===== src/include/mrc_cfg.svh =====
// constants of the remote command handler: offsets, fields, characters, timing
`ifndef MRC_CFG_SVH
`define MRC_CFG_SVH

// register byte offsets
`define MRC_OFS_CMD 8'h00
`define MRC_OFS_CTRL 8'h04
`define MRC_OFS_STATUS 8'h08
`define MRC_OFS_CALFAC 8'h0C
`define MRC_OFS_SRQ 8'h10
`define MRC_OFS_DISPLAY 8'h14

// field positions
`define MRC_CTRL_RECALL 0
`define MRC_SRQ_PENDING 8

// command characters
`define MRC_CH_PWR 8'h50
`define MRC_CH_DB 8'h42
`define MRC_CH_CALFAC 8'h44
`define MRC_CH_AUTO 8'h41
`define MRC_CH_RHOLD 8'h4F
`define MRC_CH_HOLD 8'h51
`define MRC_CH_SRQ 8'h56
`define MRC_CH_RAW 8'h4A
`define MRC_CH_LIMIT 8'h55
`define MRC_CH_TRIG 8'h54
`define MRC_CH_D0 8'h30
`define MRC_CH_D9 8'h39

// bus address that is never recognised
`define MRC_ADDR_NONE 5'h1F

// timing: half period of the entry blink
`define MRC_PCLK_KHZ 20000
`define MRC_BLINK_HALF_MS 250

`endif


===== src/include/mrc_pkg.sv =====
// types shared by the remote command handler modules
package mrc_pkg;
   typedef enum logic [1:0] {
      ST_MEAS = 2'b01,
      ST_ENTRY = 2'b10
   } mrc_state_t;

   typedef enum logic [3:0] {
      CMD_NONE, CMD_PWR, CMD_DB, CMD_CALFAC, CMD_AUTO, CMD_RHOLD,
      CMD_HOLD, CMD_SRQ, CMD_RAW, CMD_LIMIT, CMD_TRIG
   } mrc_cmd_t;

   typedef enum logic [1:0] {
      SRQ_OFF = 2'h0,
      SRQ_DONE = 2'h1,
      SRQ_SETTLED = 2'h2
   } mrc_srq_mode_t;
endpackage


===== src/include/mrc_cmd_if.sv =====
// carrier between the handler core and its character decoder
`timescale 1ns/1ps
interface mrc_cmd_if;
   logic [7:0] ch;
   logic ch_vld;
   logic clr;
   mrc_pkg::mrc_cmd_t cmd;
   logic [7:0] arg;
   logic has_arg;
   logic cmd_vld;
   logic pend;
   logic [7:0] acc;

   modport core (output ch, output ch_vld, output clr, input cmd, input arg, input has_arg,
                 input cmd_vld, input pend, input acc);
   modport dec (input ch, input ch_vld, input clr, output cmd, output arg, output has_arg,
                output cmd_vld, output pend, output acc);
endinterface


===== src/mrc_decode.sv =====
// command character decoder: gathers a numeric prefix and names the command letter
`timescale 1ns/1ps
`include "mrc_cfg.svh"
module mrc_decode (
   input wire logic pclk,
   input wire logic presetn,
   mrc_cmd_if.dec bus
);
   typedef struct packed {
      logic [7:0] acc;
      logic pend;
      mrc_pkg::mrc_cmd_t cmd;
      logic [7:0] arg;
      logic has_arg;
      logic vld;
   } mrc_dec_st_t;

   mrc_dec_st_t st_ff;
   mrc_dec_st_t nxt_st;
   logic [15:0] prod;

   // --------------------------------------------------------------
   // character decode
   // --------------------------------------------------------------
   always_comb begin
      nxt_st = st_ff;
      nxt_st.vld = 1'b0;
      prod = 16'(st_ff.acc) * 16'h000A + 16'(bus.ch - `MRC_CH_D0);
      if (bus.clr) begin
         nxt_st.acc = 8'h00;
         nxt_st.pend = 1'b0;
      end else if (bus.ch_vld) begin
         if (bus.ch >= `MRC_CH_D0 && bus.ch <= `MRC_CH_D9) begin
            // digits ahead of a letter form its argument; saturate, no wrap
            nxt_st.acc = (prod > 16'h00FF) ? 8'hFF : prod[7:0];
            nxt_st.pend = 1'b1;
         end else begin
            nxt_st.cmd = mrc_pkg::CMD_NONE;
            unique case (bus.ch)
               `MRC_CH_PWR: nxt_st.cmd = mrc_pkg::CMD_PWR;
               `MRC_CH_DB: nxt_st.cmd = mrc_pkg::CMD_DB;
               `MRC_CH_CALFAC: nxt_st.cmd = mrc_pkg::CMD_CALFAC;
               `MRC_CH_AUTO: nxt_st.cmd = mrc_pkg::CMD_AUTO;
               `MRC_CH_RHOLD: nxt_st.cmd = mrc_pkg::CMD_RHOLD;
               `MRC_CH_HOLD: nxt_st.cmd = mrc_pkg::CMD_HOLD;
               `MRC_CH_SRQ: nxt_st.cmd = mrc_pkg::CMD_SRQ;
               `MRC_CH_RAW: nxt_st.cmd = mrc_pkg::CMD_RAW;
               `MRC_CH_LIMIT: nxt_st.cmd = mrc_pkg::CMD_LIMIT;
               `MRC_CH_TRIG: nxt_st.cmd = mrc_pkg::CMD_TRIG;
               default: nxt_st.cmd = mrc_pkg::CMD_NONE;
            endcase
            // any non-digit ends the entry, unknown letters just drop it
            nxt_st.arg = st_ff.acc;
            nxt_st.has_arg = st_ff.pend;
            nxt_st.vld = (nxt_st.cmd != mrc_pkg::CMD_NONE);
            nxt_st.acc = 8'h00;
            nxt_st.pend = 1'b0;
         end
      end
   end

   // state register
   always_ff @(posedge pclk or negedge presetn) begin
      if (!presetn) begin
         st_ff <= '0;
      end else begin
         st_ff <= nxt_st;
      end
   end

   assign bus.cmd = st_ff.cmd;
   assign bus.arg = st_ff.arg;
   assign bus.has_arg = st_ff.has_arg;
   assign bus.cmd_vld = st_ff.vld;
   assign bus.pend = st_ff.pend;
   assign bus.acc = st_ff.acc;
endmodule // mrc_decode


===== src/mrc_top.sv =====
// remote command handler of the meter: APB registers, armable flags, display and service request
// How it works
// - exactly two states, measurement and data entry/recall, local or remote
// - entry state while digits pending or after recall, else measurement
// - talk data is only the displayed value
// - display blanks on and off while in entry or recall
// - P selects power/voltage display, B selects dBmV display
// - D takes its numeric prefix as calibration factor in dB
// - A selects autorange, O holds the present range
// - hold armed freezes the display, new readings are not taken in
// - hold armed asks the measurement engine for the short cycle
// - completion request flag raises service request on each finished reading
// - settled request flag raises service request only on settled reading
// - raw flag reports readings without averaging
// - limit flag raises service request on any exceeded limit
// - limit request disarms the limit flag until re-armed
// - T starts one measurement, same as group execute trigger
// - interface or device clear disarm all armable flags
// - bus address 31 is never recognised
// - request reason is a five-bit code, low and high per channel
`timescale 1ns/1ps
`include "mrc_cfg.svh"
module mrc_top #(
   parameter int BLINK_CYC = `MRC_BLINK_HALF_MS * `MRC_PCLK_KHZ,
   parameter int DISP_W = 16
) (
   input wire logic pclk,
   input wire logic presetn,
   input wire logic psel,
   input wire logic penable,
   input wire logic pwrite,
   input wire logic [7:0] paddr,
   input wire logic [31:0] pwdata,
   output logic [31:0] prdata,
   output logic pready,
   output logic pslverr,
   input wire logic ren_pin,
   input wire logic ifc_pin,
   input wire logic dcl_pin,
   input wire logic get_pin,
   input wire logic [4:0] addr_sw,
   input wire logic [DISP_W-1:0] rd_value,
   input wire logic rd_done,
   input wire logic rd_settled,
   input wire logic [3:0] lim_hit,
   output logic meas_start,
   output logic meas_fast,
   output logic raw_mode,
   output logic db_mode,
   output logic auto_range,
   output logic [DISP_W-1:0] disp_value,
   output logic disp_blank,
   output logic addr_ok,
   output logic srq
);
   localparam int NSYNC = 9;
   localparam int BW = $clog2(BLINK_CYC + 1);

   // all state of the handler except the address check flop and the decoder instance is one record, registered in one place
   typedef struct packed {
      logic [NSYNC-1:0] sync1;
      logic [NSYNC-1:0] sync2;
      logic get_d;
      mrc_pkg::mrc_state_t state;
      logic recall;
      logic db;
      logic autor;
      logic [7:0] calfac;
      logic hold;
      mrc_pkg::mrc_srq_mode_t srq_mode;
      logic raw;
      logic limit;
      logic start;
      logic srq;
      logic [4:0] code;
      logic [DISP_W-1:0] reading;
      logic [DISP_W-1:0] disp;
      logic blank;
      logic [BW-1:0] bcnt;
      logic bphase;
      logic [7:0] ch;
      logic ch_vld;
      logic clr;
      logic rdy;
      logic [31:0] rdata;
      logic err;
   } mrc_st_t;

   mrc_st_t st_ff;
   mrc_st_t nxt_st;
   mrc_cmd_if cif ();

   // helpers below are pure decode of the registered state and the bus
   logic remote;
   logic ifc_s;
   logic dcl_s;
   logic get_s;
   logic [4:0] addr_s;
   logic acc_ok;
   logic wr_go;
   logic rd_go;
   logic bus_clr;
   logic trig;
   logic [4:0] lim_code;
   logic [31:0] rmux;
   logic rmap;

   // --------------------------------------------------------------
   // decoder instance
   // --------------------------------------------------------------
   mrc_decode u_dec (
      .pclk(pclk),
      .presetn(presetn),
      .bus(cif.dec)
   );

   // the decoder sees each accepted character for exactly one cycle
   assign cif.ch = st_ff.ch;
   assign cif.ch_vld = st_ff.ch_vld;
   assign cif.clr = st_ff.clr;

   // synchronised pin levels, only the second stage is read
   assign remote = st_ff.sync2[0];
   assign ifc_s = st_ff.sync2[1];
   assign dcl_s = st_ff.sync2[2];
   assign get_s = st_ff.sync2[3];
   assign addr_s = st_ff.sync2[8:4];

   // --------------------------------------------------------------
   // apb decode
   // --------------------------------------------------------------
   // one wait state: pready rises in the second access cycle, the transfer ends on the next edge
   assign acc_ok = psel && penable && st_ff.rdy;
   assign wr_go = acc_ok && pwrite;
   // the read word is captured in the first access cycle, so it stands with pready
   assign rd_go = psel && penable && !st_ff.rdy && !pwrite;
   assign bus_clr = ifc_s || dcl_s;

   // read mux, unmapped offsets answer with an error and zero data
   // status packs every flag so software sees the armed set in one read
   always_comb begin
      rmux = 32'h0000_0000;
      rmap = 1'b1;
      unique case (paddr)
         `MRC_OFS_CMD: rmux = 32'h0000_0000;
         `MRC_OFS_CTRL: rmux = {31'h0, st_ff.recall};
         `MRC_OFS_STATUS: rmux = {20'h0, st_ff.srq, addr_ok, remote, st_ff.limit, st_ff.raw,
                                  st_ff.srq_mode, st_ff.hold, st_ff.autor, st_ff.db, st_ff.state};
         `MRC_OFS_CALFAC: rmux = {24'h0, st_ff.calfac};
         `MRC_OFS_SRQ: rmux = {23'h0, st_ff.srq, 3'h0, st_ff.code};
         `MRC_OFS_DISPLAY: rmux = 32'(st_ff.disp);
         default: rmap = 1'b0;
      endcase
   end

   // limit reason: bits 1:0 channel one, bits 3:2 channel two, low then high
   assign lim_code = {1'b0, lim_hit[3], lim_hit[2], lim_hit[1], lim_hit[0]};

   // trigger from the bus: rising edge of group execute trigger or the T letter
   assign trig = (get_s && !st_ff.get_d && remote) ||
                 (cif.cmd_vld && cif.cmd == mrc_pkg::CMD_TRIG);

   // --------------------------------------------------------------
   // next state
   // --------------------------------------------------------------
   always_comb begin
      nxt_st = st_ff;
      // pins enter the first stage only, strobes fall back to idle each cycle
      nxt_st.sync1 = {addr_sw, get_pin, dcl_pin, ifc_pin, ren_pin};
      nxt_st.sync2 = st_ff.sync1;
      nxt_st.get_d = get_s;
      nxt_st.start = 1'b0;
      nxt_st.ch_vld = 1'b0;
      nxt_st.clr = bus_clr;

      // apb handshake
      nxt_st.rdy = psel && penable && !st_ff.rdy;
      nxt_st.err = psel && penable && !st_ff.rdy && !rmap;
      if (rd_go) begin
         nxt_st.rdata = rmap ? rmux : 32'h0000_0000;
      end else if (acc_ok) begin
         nxt_st.rdata = 32'h0000_0000;
      end

      // command characters reach the decoder only under remote control
      if (wr_go && paddr == `MRC_OFS_CMD && remote && !bus_clr) begin
         nxt_st.ch = pwdata[7:0];
         nxt_st.ch_vld = 1'b1;
      end
      // recall is a plain software bit, cleared again by the next recognised letter
      if (wr_go && paddr == `MRC_OFS_CTRL) begin
         nxt_st.recall = pwdata[`MRC_CTRL_RECALL];
      end

      // decoded commands, any accepted letter ends a recall
      // remote is checked again so an enable that drops after the write still wins
      if (cif.cmd_vld && remote) begin
         nxt_st.recall = 1'b0;
         unique case (cif.cmd)
            mrc_pkg::CMD_PWR: nxt_st.db = 1'b0;
            mrc_pkg::CMD_DB: nxt_st.db = 1'b1;
            mrc_pkg::CMD_CALFAC: nxt_st.calfac = cif.has_arg ? cif.arg : st_ff.calfac;
            mrc_pkg::CMD_AUTO: nxt_st.autor = 1'b1;
            mrc_pkg::CMD_RHOLD: nxt_st.autor = 1'b0;
            mrc_pkg::CMD_HOLD: nxt_st.hold = (cif.arg == 8'h01);
            mrc_pkg::CMD_SRQ: begin
               // prefix 1 arms on completion, 2 on settled, anything else disarms
               if (cif.arg == 8'h01) begin
                  nxt_st.srq_mode = mrc_pkg::SRQ_DONE;
               end else if (cif.arg == 8'h02) begin
                  nxt_st.srq_mode = mrc_pkg::SRQ_SETTLED;
               end else begin
                  nxt_st.srq_mode = mrc_pkg::SRQ_OFF;
               end
            end
            mrc_pkg::CMD_RAW: nxt_st.raw = (cif.arg == 8'h01);
            mrc_pkg::CMD_LIMIT: nxt_st.limit = (cif.arg == 8'h01);
            default: nxt_st.recall = 1'b0;
         endcase
      end
      if (trig) begin
         nxt_st.start = 1'b1;
      end

      // software clears the request, a new event in the same cycle still sets it
      if (wr_go && paddr == `MRC_OFS_SRQ && pwdata[`MRC_SRQ_PENDING]) begin
         nxt_st.srq = 1'b0;
         nxt_st.code = 5'h00;
      end
      // completion and settled reasons share code bit 4
      if (rd_done && st_ff.srq_mode == mrc_pkg::SRQ_DONE) begin
         nxt_st.srq = 1'b1;
         nxt_st.code = nxt_st.code | 5'h10;
      end
      if (rd_settled && st_ff.srq_mode == mrc_pkg::SRQ_SETTLED) begin
         nxt_st.srq = 1'b1;
         nxt_st.code = nxt_st.code | 5'h10;
      end
      // a limit alarm disarms itself, the controller has to re-arm it
      if (st_ff.limit && lim_hit != 4'h0) begin
         nxt_st.srq = 1'b1;
         nxt_st.code = nxt_st.code | lim_code;
         nxt_st.limit = 1'b0;
      end

      // clears win over arming: the flags stay down while the clear lasts
      if (bus_clr) begin
         nxt_st.hold = 1'b0;
         nxt_st.srq_mode = mrc_pkg::SRQ_OFF;
         nxt_st.raw = 1'b0;
         nxt_st.limit = 1'b0;
      end

      // readings are not captured under hold, so the stored reading and the shown value both freeze
      if (rd_done && !st_ff.hold) begin
         nxt_st.reading = rd_value;
      end

      // operating state follows digit entry and recall
      if (cif.pend || st_ff.recall) begin
         nxt_st.state = mrc_pkg::ST_ENTRY;
      end else begin
         nxt_st.state = mrc_pkg::ST_MEAS;
      end

      // display source: entry shows the digits or the recalled factor
      unique case (st_ff.state)
         mrc_pkg::ST_ENTRY: begin
            // a letter after digits leaves the last entry shown, only recall brings up the factor
            if (cif.pend) begin
               nxt_st.disp = DISP_W'(cif.acc);
            end else if (st_ff.recall) begin
               nxt_st.disp = DISP_W'(st_ff.calfac);
            end
         end
         mrc_pkg::ST_MEAS: begin
            if (!st_ff.hold) begin
               nxt_st.disp = nxt_st.reading;
            end
         end
         default: nxt_st.disp = st_ff.disp;
      endcase

      // blink divider runs free, so the first phase of a blink can be shorter than BLINK_CYC cycles
      if (st_ff.bcnt == BW'(BLINK_CYC - 1)) begin
         nxt_st.bcnt = '0;
         nxt_st.bphase = !st_ff.bphase;
      end else begin
         nxt_st.bcnt = st_ff.bcnt + BW'(1);
      end
      // only the entry state blanks, so a measured value is never hidden
      nxt_st.blank = (st_ff.state == mrc_pkg::ST_ENTRY) && st_ff.bphase;
   end

   // --------------------------------------------------------------
   // state register
   // --------------------------------------------------------------
   always_ff @(posedge pclk or negedge presetn) begin
      if (!presetn) begin
         // wake up measuring with autorange and every flag disarmed
         st_ff <= '0;
         st_ff.state <= mrc_pkg::ST_MEAS;
         st_ff.autor <= 1'b1;
         st_ff.srq_mode <= mrc_pkg::SRQ_OFF;
      end else begin
         st_ff <= nxt_st;
      end
   end

   // address switch check, registered so the output comes from a flop
   // an all-ones switch setting only drops addr_ok, the handler still takes commands and triggers from the bus
   logic addr_ok_ff;
   always_ff @(posedge pclk or negedge presetn) begin
      if (!presetn) begin
         addr_ok_ff <= 1'b0;
      end else begin
         addr_ok_ff <= (addr_s != `MRC_ADDR_NONE);
      end
   end

   // --------------------------------------------------------------
   // outputs
   // --------------------------------------------------------------
   // bus answer
   assign prdata = st_ff.rdata;
   assign pready = st_ff.rdy;
   assign pslverr = st_ff.err;

   // measurement engine controls
   assign meas_start = st_ff.start;
   assign meas_fast = st_ff.hold;
   assign raw_mode = st_ff.raw;
   assign db_mode = st_ff.db;
   assign auto_range = st_ff.autor;

   // front panel and bus status
   assign disp_value = st_ff.disp;
   assign disp_blank = st_ff.blank;
   assign addr_ok = addr_ok_ff;
   assign srq = st_ff.srq;
endmodule // mrc_top


===== config.mk =====
export PLATFORM = sky130hd
export DESIGN_NAME = mrc_top
export DESIGN_NICKNAME = d
export VERILOG_FILES = /design/src/include/mrc_pkg.sv /design/src/include/mrc_cmd_if.sv /design/src/mrc_decode.sv /design/src/mrc_top.sv
export VERILOG_INCLUDE_DIRS = /design/src /design/src/include
export SDC_FILE = /design/constraint.sdc
export NUM_CORES = 1
export LEC_CHECK = 0
export ABC_AREA = 1
export BUFFER_PORTS_ARGS = -buffer_cell sky130_fd_sc_hd__buf_2
export CAP_MARGIN = 30
export CORE_MARGIN = 10
export CORE_UTILIZATION = 45
export DETAILED_ROUTE_END_ITERATION = 10
export GPL_ROUTABILITY_DRIVEN = 0
export PLACE_DENSITY = 0.73
export REMOVE_ABC_BUFFERS = 1
export SYNTH_ARGS = -nofsm -noshare
export SYNTH_HDL_FRONTEND = slang
export SYNTH_HIERARCHICAL = 1
export SYNTH_SLANG_ARGS = --single-unit
export TNS_END_PERCENT = 1

===== constraint.sdc =====
create_clock -name pclk -period 7.4 [get_ports pclk]
set_clock_uncertainty 0.05 [all_clocks]
set_input_delay 1.48 -clock pclk [delete_from_list [all_inputs] [get_ports pclk]]
set_output_delay 1.48 -clock pclk [all_outputs]
set_load 0.02 [all_outputs]

* Word-level counts from Yosys, hierarchy flattened
Cells that the tools add are included.
** Storage, ports and cells
- Memories kept :: 0
- Bits in writable memories :: 0
- Output and inout port bits :: 58
- Bits in read-only memories :: 0
- Bits of input ports :: 76
- Latch bits :: 0
- Register bits after elaboration :: 169
** Cells by class
- Shift operators :: 0
- Equal/unequal tests :: 35
- Order comparisons :: 3
- Multiplexer cells :: 42
- Divide/modulo/power cells :: 0
- $add $sub $neg :: 3
- Reduce and logical (&&, ||, !) cells :: 58
- $mul :: 1
- Bitwise gates (word level) :: 3
** Operator list (number)
- two-way mux 32 bit :: 3
- equality test 8 x 7 -> 1 bit (second input constant) :: 10
- two-way mux 16 bit :: 5
- case mux 16 bit (5 select lines) :: 1
- two-way mux 23 bit :: 2
- case mux 4 bit (10 select lines) :: 1
- case mux 16 bit (2 select lines) :: 1
- two-way mux 6 bit :: 4
- two-way mux 8 bit :: 3
- adder 23 x 1 -> 23 bit (second input constant) :: 1
- equality test 23 bit (second input constant) :: 1
- logical AND 1 bit :: 22
- nonzero test 2 bit :: 10
- two-way mux 9 bit :: 2
- adder 12 x 16 -> 16 bit :: 1
- equality test 4 x 3 -> 1 bit (second input constant) :: 4
- equality test 8 x 4 -> 1 bit (second input constant) :: 2
- equality test 8 x 5 -> 1 bit (second input constant) :: 2
- greater-than comparator 16 x 8 -> 1 bit (second input constant) :: 1
- two-way mux 14 bit :: 1
- equality test 4 bit (second input constant) :: 3
- two-way mux 4 bit :: 3
- AND reduction 2 bit :: 6
- nonzero test 4 bit :: 3
- 26 further kinds :: 53

* Longest topological paths before layout
- Depth in word-level cells :: 10
- Depth in mapped cells :: 22
- Gate-level depth less buffers :: 22

* Modules after synthesis
Netlist, hierarchy kept.
** By module, submodules not included
- mrc_top :: area each 6279.8 µm², cells an instance 760, times used 1
- mrc_decode :: area each 2269.7 µm², cells an instance 349, times used 1

* Worst setup path before layout
OpenSTA, ideal clock, no wires.
- Path type :: reg-to-reg
- From :: register u_dec.st_ff, in the netlist u_dec/bus.acc[1]
- To :: register u_dec.st_ff, in the netlist u_dec/bus.acc[0]
- Data arrival time :: 3.129 ns
- Stages on the path, launching flop included :: 20
- Period minus slack after synthesis :: 3.295 ns
- Path slack :: 4.105 ns
- Required time :: 7.233 ns
- Cell sequence :: dfrtp_1 ha_1 ha_1 fa_1 nand3_1 nand3_1 a21o_1 a21oi_1 xor2_1 ha_1 nand2_1 inv_1 a21oi_1 nand3_1 nand2_1 nand3_2 nor2_4 nand3_1 nand2_1 nand2_1
** On the way
- Word-level cells in the longest chain between the ends :: 7
** Ends and longest elaborated chain
- start: declaration :: line mrc_decode.sv:18 : mrc_dec_st_t st_ff;
- start signal: assignment :: line mrc_decode.sv:67 : st_ff <= nxt_st;
- multiplier 8 x 3 -> 11 bit :: line mrc_decode.sv:28 : prod = 16'(st_ff.acc) * 16'h000A + 16'(bus.ch - `MRC_CH_D0);
- adder 12 x 16 -> 16 bit :: line mrc_decode.sv:28
- greater-than comparator 16 x 8 -> 1 bit :: line mrc_decode.sv:35 : nxt_st.acc = (prod > 16'h00FF) ? 8'hFF : prod[7:0];
- two-way mux 8 bit :: line mrc_decode.sv:35
- two-way mux 9 bit :: line mrc_decode.sv:33 : if (bus.ch >= `MRC_CH_D0 && bus.ch <= `MRC_CH_D9) begin
- two-way mux 23 bit :: line mrc_decode.sv:32 : end else if (bus.ch_vld) begin
- two-way mux 9 bit :: line mrc_decode.sv:29 : if (bus.clr) begin
Every way passes these cells. The select of a mux whose other input is x is not followed.
A chain may end at the register's enable or synchronous reset.

* Final worst setup path
- From :: register u_dec.st_ff, in the netlist u_dec/bus.acc[1]
- To :: register u_dec.st_ff, in the netlist u_dec/bus.acc[6]
** On the way
- Word-level cells in the longest chain between the ends :: 7
** Ends and longest elaborated chain (line)
- multiplier 8 x 3 -> 11 bit (*) :: mrc_decode.sv:28
- adder 12 x 16 -> 16 bit (*) :: mrc_decode.sv:28
- greater-than comparator 16 x 8 -> 1 bit :: mrc_decode.sv:35
- two-way mux 8 bit (*) :: mrc_decode.sv:35
- two-way mux 9 bit (*) :: mrc_decode.sv:33
- two-way mux 23 bit (*) :: mrc_decode.sv:32
- two-way mux 9 bit (*) :: mrc_decode.sv:29
Mark *: on every way between the ends. The rest lies on a longest branch, timed or not. The select of a mux whose other input is x is not followed.

==> flow_summary_export.csv <==
group,metric,value,unit
yosys,synthCells,1109,
critical_path,cp.arrival,4010,ps
drt,dr.first_iter.drc_count,541,
drt,totalWireLength,20400,µm
floorplan,floorplan.die_area,24900,µm²
yosys,ys_types,43,
yosys,post_synthesis_async_set_or_reset_flop_share,100,%
power_and_ir_drop,power.internal,1.46,mW
critical_path,crit_path_max_fanout,8,
critical_path,cp_slowest_stage_delay,490,ps
power_and_ir_drop,power.clock.fraction,48.3,%
yosys,synthesis.area_per_instance,7.71,µm²
timing,final-max-slew-violation-count,0,
finish,final_layout_size_suffix_gt1_share,14.3,%
power_and_ir_drop,total_switching_power,433,µW
clock_network,clockBufferDepth,2,
drt,detail_route.first_pass.iterations,7,
yosys,yosys.area.top_type,"sky130_fd_sc_hd__dfrtp_1",
yosys,synth_enable_flop_cells,0,
yosys,yosys_warnings,6,
critical_path,critPathLaunchType,"flip-flop",
clock_network,clock_tree.root_cell,"sky130_fd_sc_hd__clkbuf_16",
power_and_ir_drop,lkg_pwr,5.17,nW
clock_network,cts.htree.levels,4,
floorplan,die-width,158,µm
drt,ant_nets,0,
critical_path,timing.critical_path.required,7660,ps
yosys,yosys_register_bits,153,
grt,pin_count_of_the_biggest_net_entering_global_routing,82,
clock_network,clock-sinks,153,
timing,setup_repair_after_global_routing_missed_its_margin,"no",
critical_path,critical_path.top_delay_family,"adder cells",
clock_network,cts.repair.resized,0,
critical_path,critical_path.endpoint_type,"flip-flop",
grt,grt_pass1_vias,6857,
power_and_ir_drop,cellPowerDensity,198,nW/µm²
floorplan,placeableCoreArea,18700,µm²
power_and_ir_drop,share_seq_of_total_power,46.2,%
worst_hold_path,hold_path.class,"flip-flop to flip-flop",
finish,multi_input_comb_area,3760,µm²
yosys,synth_area,8550,µm²
clock_network,worst_skew_pair.late_latency,420,ps
drt,dr_vias_cell,4.99,
job,cap_viol_max_count,0,
floorplan,boundaryPins,134,
drt,drt-wirelength-per-cell,14.4,µm
timing,period_share,50.7,%
clock_network,post_cts_buffers,0,
critical_path,number_of_buffer_and_inverter_stages_on_the_critical_path,1,
timing,finalHoldViolCount,0,
finish,areaGrowthSynthToFinish,11.7,%
power_and_ir_drop,combPwrFrac,5.5,%
placement,dpl.cell_count,1388,
grt,grtUsageTotal,16.8,%
placement,io_buffers,94,
clock_network,cts_tree,"built",
power_and_ir_drop,power.share.switching,22.9,%
timing,fmax,0.267,GHz
finish,diodes,0,
yosys,yosys_most_used_dff,"sky130_fd_sc_hd__dfrtp_1",
timing,period_minus_slack,3750,ps
floorplan,row_count,50,
grt,antenna_violations_before_repair,0,
timing,relSlewSlack,39.1,%
critical_path,critical_path.slowest_cell,"sky130_fd_sc_hd__dfrtp_1",
power_and_ir_drop,vdd.ir_drop.worst,0.156,mV
drt,detailroute.via_count,7088,
timing,setup_total_negative_slack,0,ps
yosys,synth_sequential_area_ratio,44.8,%
finish,register_area,3830,µm²
critical_path,timing.critical_path.cells,"ha_1 -> ha_1 -> fa_1 -> nand3_1 -> nand3_1 -> a21o_1 -> a21oi_1 -> xor2_1 -> ha_1 -> nand2_1 -> inv_1 -> a21oi_1 -> nand3_1 -> nand2_1 -> nand3_2 -> nor2_4 -> nand3_1 -> nand2_1 -> nand2_1",
clock_network,clkSlewWorstSetupHoldPaths,60,ps
drt,detail_route.drc_violations,0,
yosys,yosys.area.top_type_share,44.2,%
finish,final_nets,1279,
timing,measured_slew_at_the_worst_slew_check_pin,913,ps
grt,first_pass_grt_wire_length,33600,µm
floorplan,die_y,158,µm
placement,dp_hpwl,15500,µm
critical_path,crit_type,"flip-flop to flip-flop",
clock_network,cts_buffers,17,
clock_network,ctsHoldBuffers,0,
finish,finish.cell_count_without_fillers,1420,
grt,remaining_overflow_grt,0,
outcome,outcome,"complete, no violations",
yosys,synth_top_cells_by_area,"sky130_fd_sc_hd__dfrtp_1 44%, sky130_fd_sc_hd__nand2_1 15%, sky130_fd_sc_hd__inv_1 6.0%, sky130_fd_sc_hd__nand3_1 5.4%, sky130_fd_sc_hd__buf_4 4.7%",
timing,setup_viol,0,
floorplan,initial_utilization,45.7,%
finish,fill_cells,1775,
-- power by group through the flow --
stage,clock [mW],combinational [mW],sequential (mW)
CTS,0.927,0.105,0.874
global placement,0,0.103,0.888
finish,0.913,0.104,0.874
detailed placement,0,0.105,0.889
floorplan,0,0.0384,0.895
global route,0.971,0.117,0.875
-- layer usage --
layer	GRT usage [%]	part of all wire, %	up-vias
met5	0	0	-
met4	6.37	2.4	0
met3	3.55	5.6	32
met2	27.2	47	214
met1	21.5	45	3277
li1	-	-	3565
-- stage by stage --
step           power [mW]  setup slack [ps]  hold slack [ps]  cell area (µm²)  utilization [%]
2_1_floorplan       0.934              4100              281             8140                -
3_3_place_gp        0.990              3740              283             8920             47.7
3_5_place_dp        0.993              3680              286             8920             47.7
4_1_cts              1.91              3650              299             9550             51.1
5_1_grt              1.96              3340              305             9550             51.1
6_report             1.89              3650              296             9550             51.1
-- state kept, by name, indices dropped and copies added, names as in the netlist, 4 cells and up --
signal and flops:
nxt_st 9, u_dec/bus.arg 8, u_dec/bus.acc 8, cif.ch 8
u_dec/bus.cmd 4, disp_value 16, st_ff 60, addr_s 5
prdata 16
-- cells in the mapped netlist, types with 3 or more instances --
| cell | instances |
|---|---|
| sky130_fd_sc_hd__nor3_1 | 8 |
| sky130_fd_sc_hd__xnor2_1 | 7 |
| sky130_fd_sc_hd__ha_1 | 28 |
| sky130_fd_sc_hd__nand2_2 | 5 |
| sky130_fd_sc_hd__o211ai_1 | 9 |
| sky130_fd_sc_hd__nand3_1 | 92 |
| sky130_fd_sc_hd__o21ai_0 | 34 |
| sky130_fd_sc_hd__inv_1 | 136 |
| sky130_fd_sc_hd__o21ai_1 | 3 |
| sky130_fd_sc_hd__clkbuf_1 | 3 |
| sky130_fd_sc_hd__xor2_1 | 17 |
| sky130_fd_sc_hd__o31ai_1 | 4 |
| sky130_fd_sc_hd__nor2_1 | 101 |
| sky130_fd_sc_hd__buf_2 | 9 |
| sky130_fd_sc_hd__buf_4 | 53 |
| sky130_fd_sc_hd__dfrtp_1 | 151 |
| sky130_fd_sc_hd__a31oi_1 | 11 |
| sky130_fd_sc_hd__nand3_2 | 7 |
| sky130_fd_sc_hd__nand2_1 | 351 |
| sky130_fd_sc_hd__nor2_4 | 5 |
| sky130_fd_sc_hd__inv_2 | 10 |
| sky130_fd_sc_hd__nand4_1 | 14 |
| sky130_fd_sc_hd__a21oi_1 | 17 |
| sky130_fd_sc_hd__nor2_2 | 8 |
-- cell usage in the layout, fill, tap and decap left out, drive strengths merged, types with 4 or more instances in the layout --
cell type  synthesis  routed
a21oi             17      17
or2                4       4
bufinv             0       4
o31ai              4       4
buf               63      96
nand4             15      15
nor2             114     114
o211ai             9       9
xnor2              7       7
a31oi             11      11
o21ai             37      37
clkbuf             3      19
nand3             99      99
conb               1      16
nor3               9       9
dfrtp            151     151
xor2              17      17
ha                28      28
nand2            356     356
inv              146     149
clkinv             0       4
-- layout make-up --
class                   instances  share of cell area [%]
repair buffers                 96                    5.15
clock buffers                  19                    4.53
flip-flops and latches        153                    40.1
multi-input cells             759                    39.4
inverters                     146                    5.74
clock inverters                13                    2.02
well taps                     234                    3.07
-- cell families after synthesis --
kind of cell | count (synthesis) | share of synthesized area, %
buffers and inverters | 212 | 11.9
xor gates and xnor gates | 24 | 2.46
AOI/OAI and AO/OA | 83 | 5.72
adders and majority gates | 30 | 4.57
other | 1 | 0.0439
DFF | 153 | 44.8
and+or+nand+nor | 606 | 30.5
-- path summary, 6_finish.rpt --
path,from,end,slack (ps),cells after the start
setup / recovery,u_dec/bus.acc[1]$_DFFE_PN0P_,u_dec/bus.acc[6]$_DFFE_PN0P_,3650,19
hold / removal,nxt_st[135]$_DFF_PN0_,addr_s[4]$_DFF_PN0_,300,0
setup reg to reg,u_dec/bus.acc[1]$_DFFE_PN0P_,u_dec/bus.acc[6]$_DFFE_PN0P_,3650,19
hold reg to reg,nxt_st[135]$_DFF_PN0_,addr_s[4]$_DFF_PN0_,300,0
max in group asynchronous,presetn,addr_s[2]$_DFF_PN0_,4870,2
min in group asynchronous,presetn,disp_value[12]$_DFFE_PN0P_,1020,1
-- worst register-to-register path: stages (launching register included) --
cell and delay, ps:
sky130_fd_sc_hd__dfrtp_1 490, sky130_fd_sc_hd__ha_1 340, sky130_fd_sc_hd__ha_1 230, sky130_fd_sc_hd__fa_1 400, sky130_fd_sc_hd__nand3_1 100, sky130_fd_sc_hd__nand3_1 100
sky130_fd_sc_hd__a21o_1 170, sky130_fd_sc_hd__a21oi_1 140, sky130_fd_sc_hd__xor2_1 170, sky130_fd_sc_hd__ha_1 310, sky130_fd_sc_hd__nand2_1 130, sky130_fd_sc_hd__inv_1 60
sky130_fd_sc_hd__a21oi_1 230, sky130_fd_sc_hd__nand3_1 110, sky130_fd_sc_hd__nand2_1 80, sky130_fd_sc_hd__nand3_2 80, sky130_fd_sc_hd__nor2_4 190, sky130_fd_sc_hd__nand3_1 100
sky130_fd_sc_hd__nand2_1 90, sky130_fd_sc_hd__nand2_1 50
Note: power is estimated with default switching activity, not from simulation.
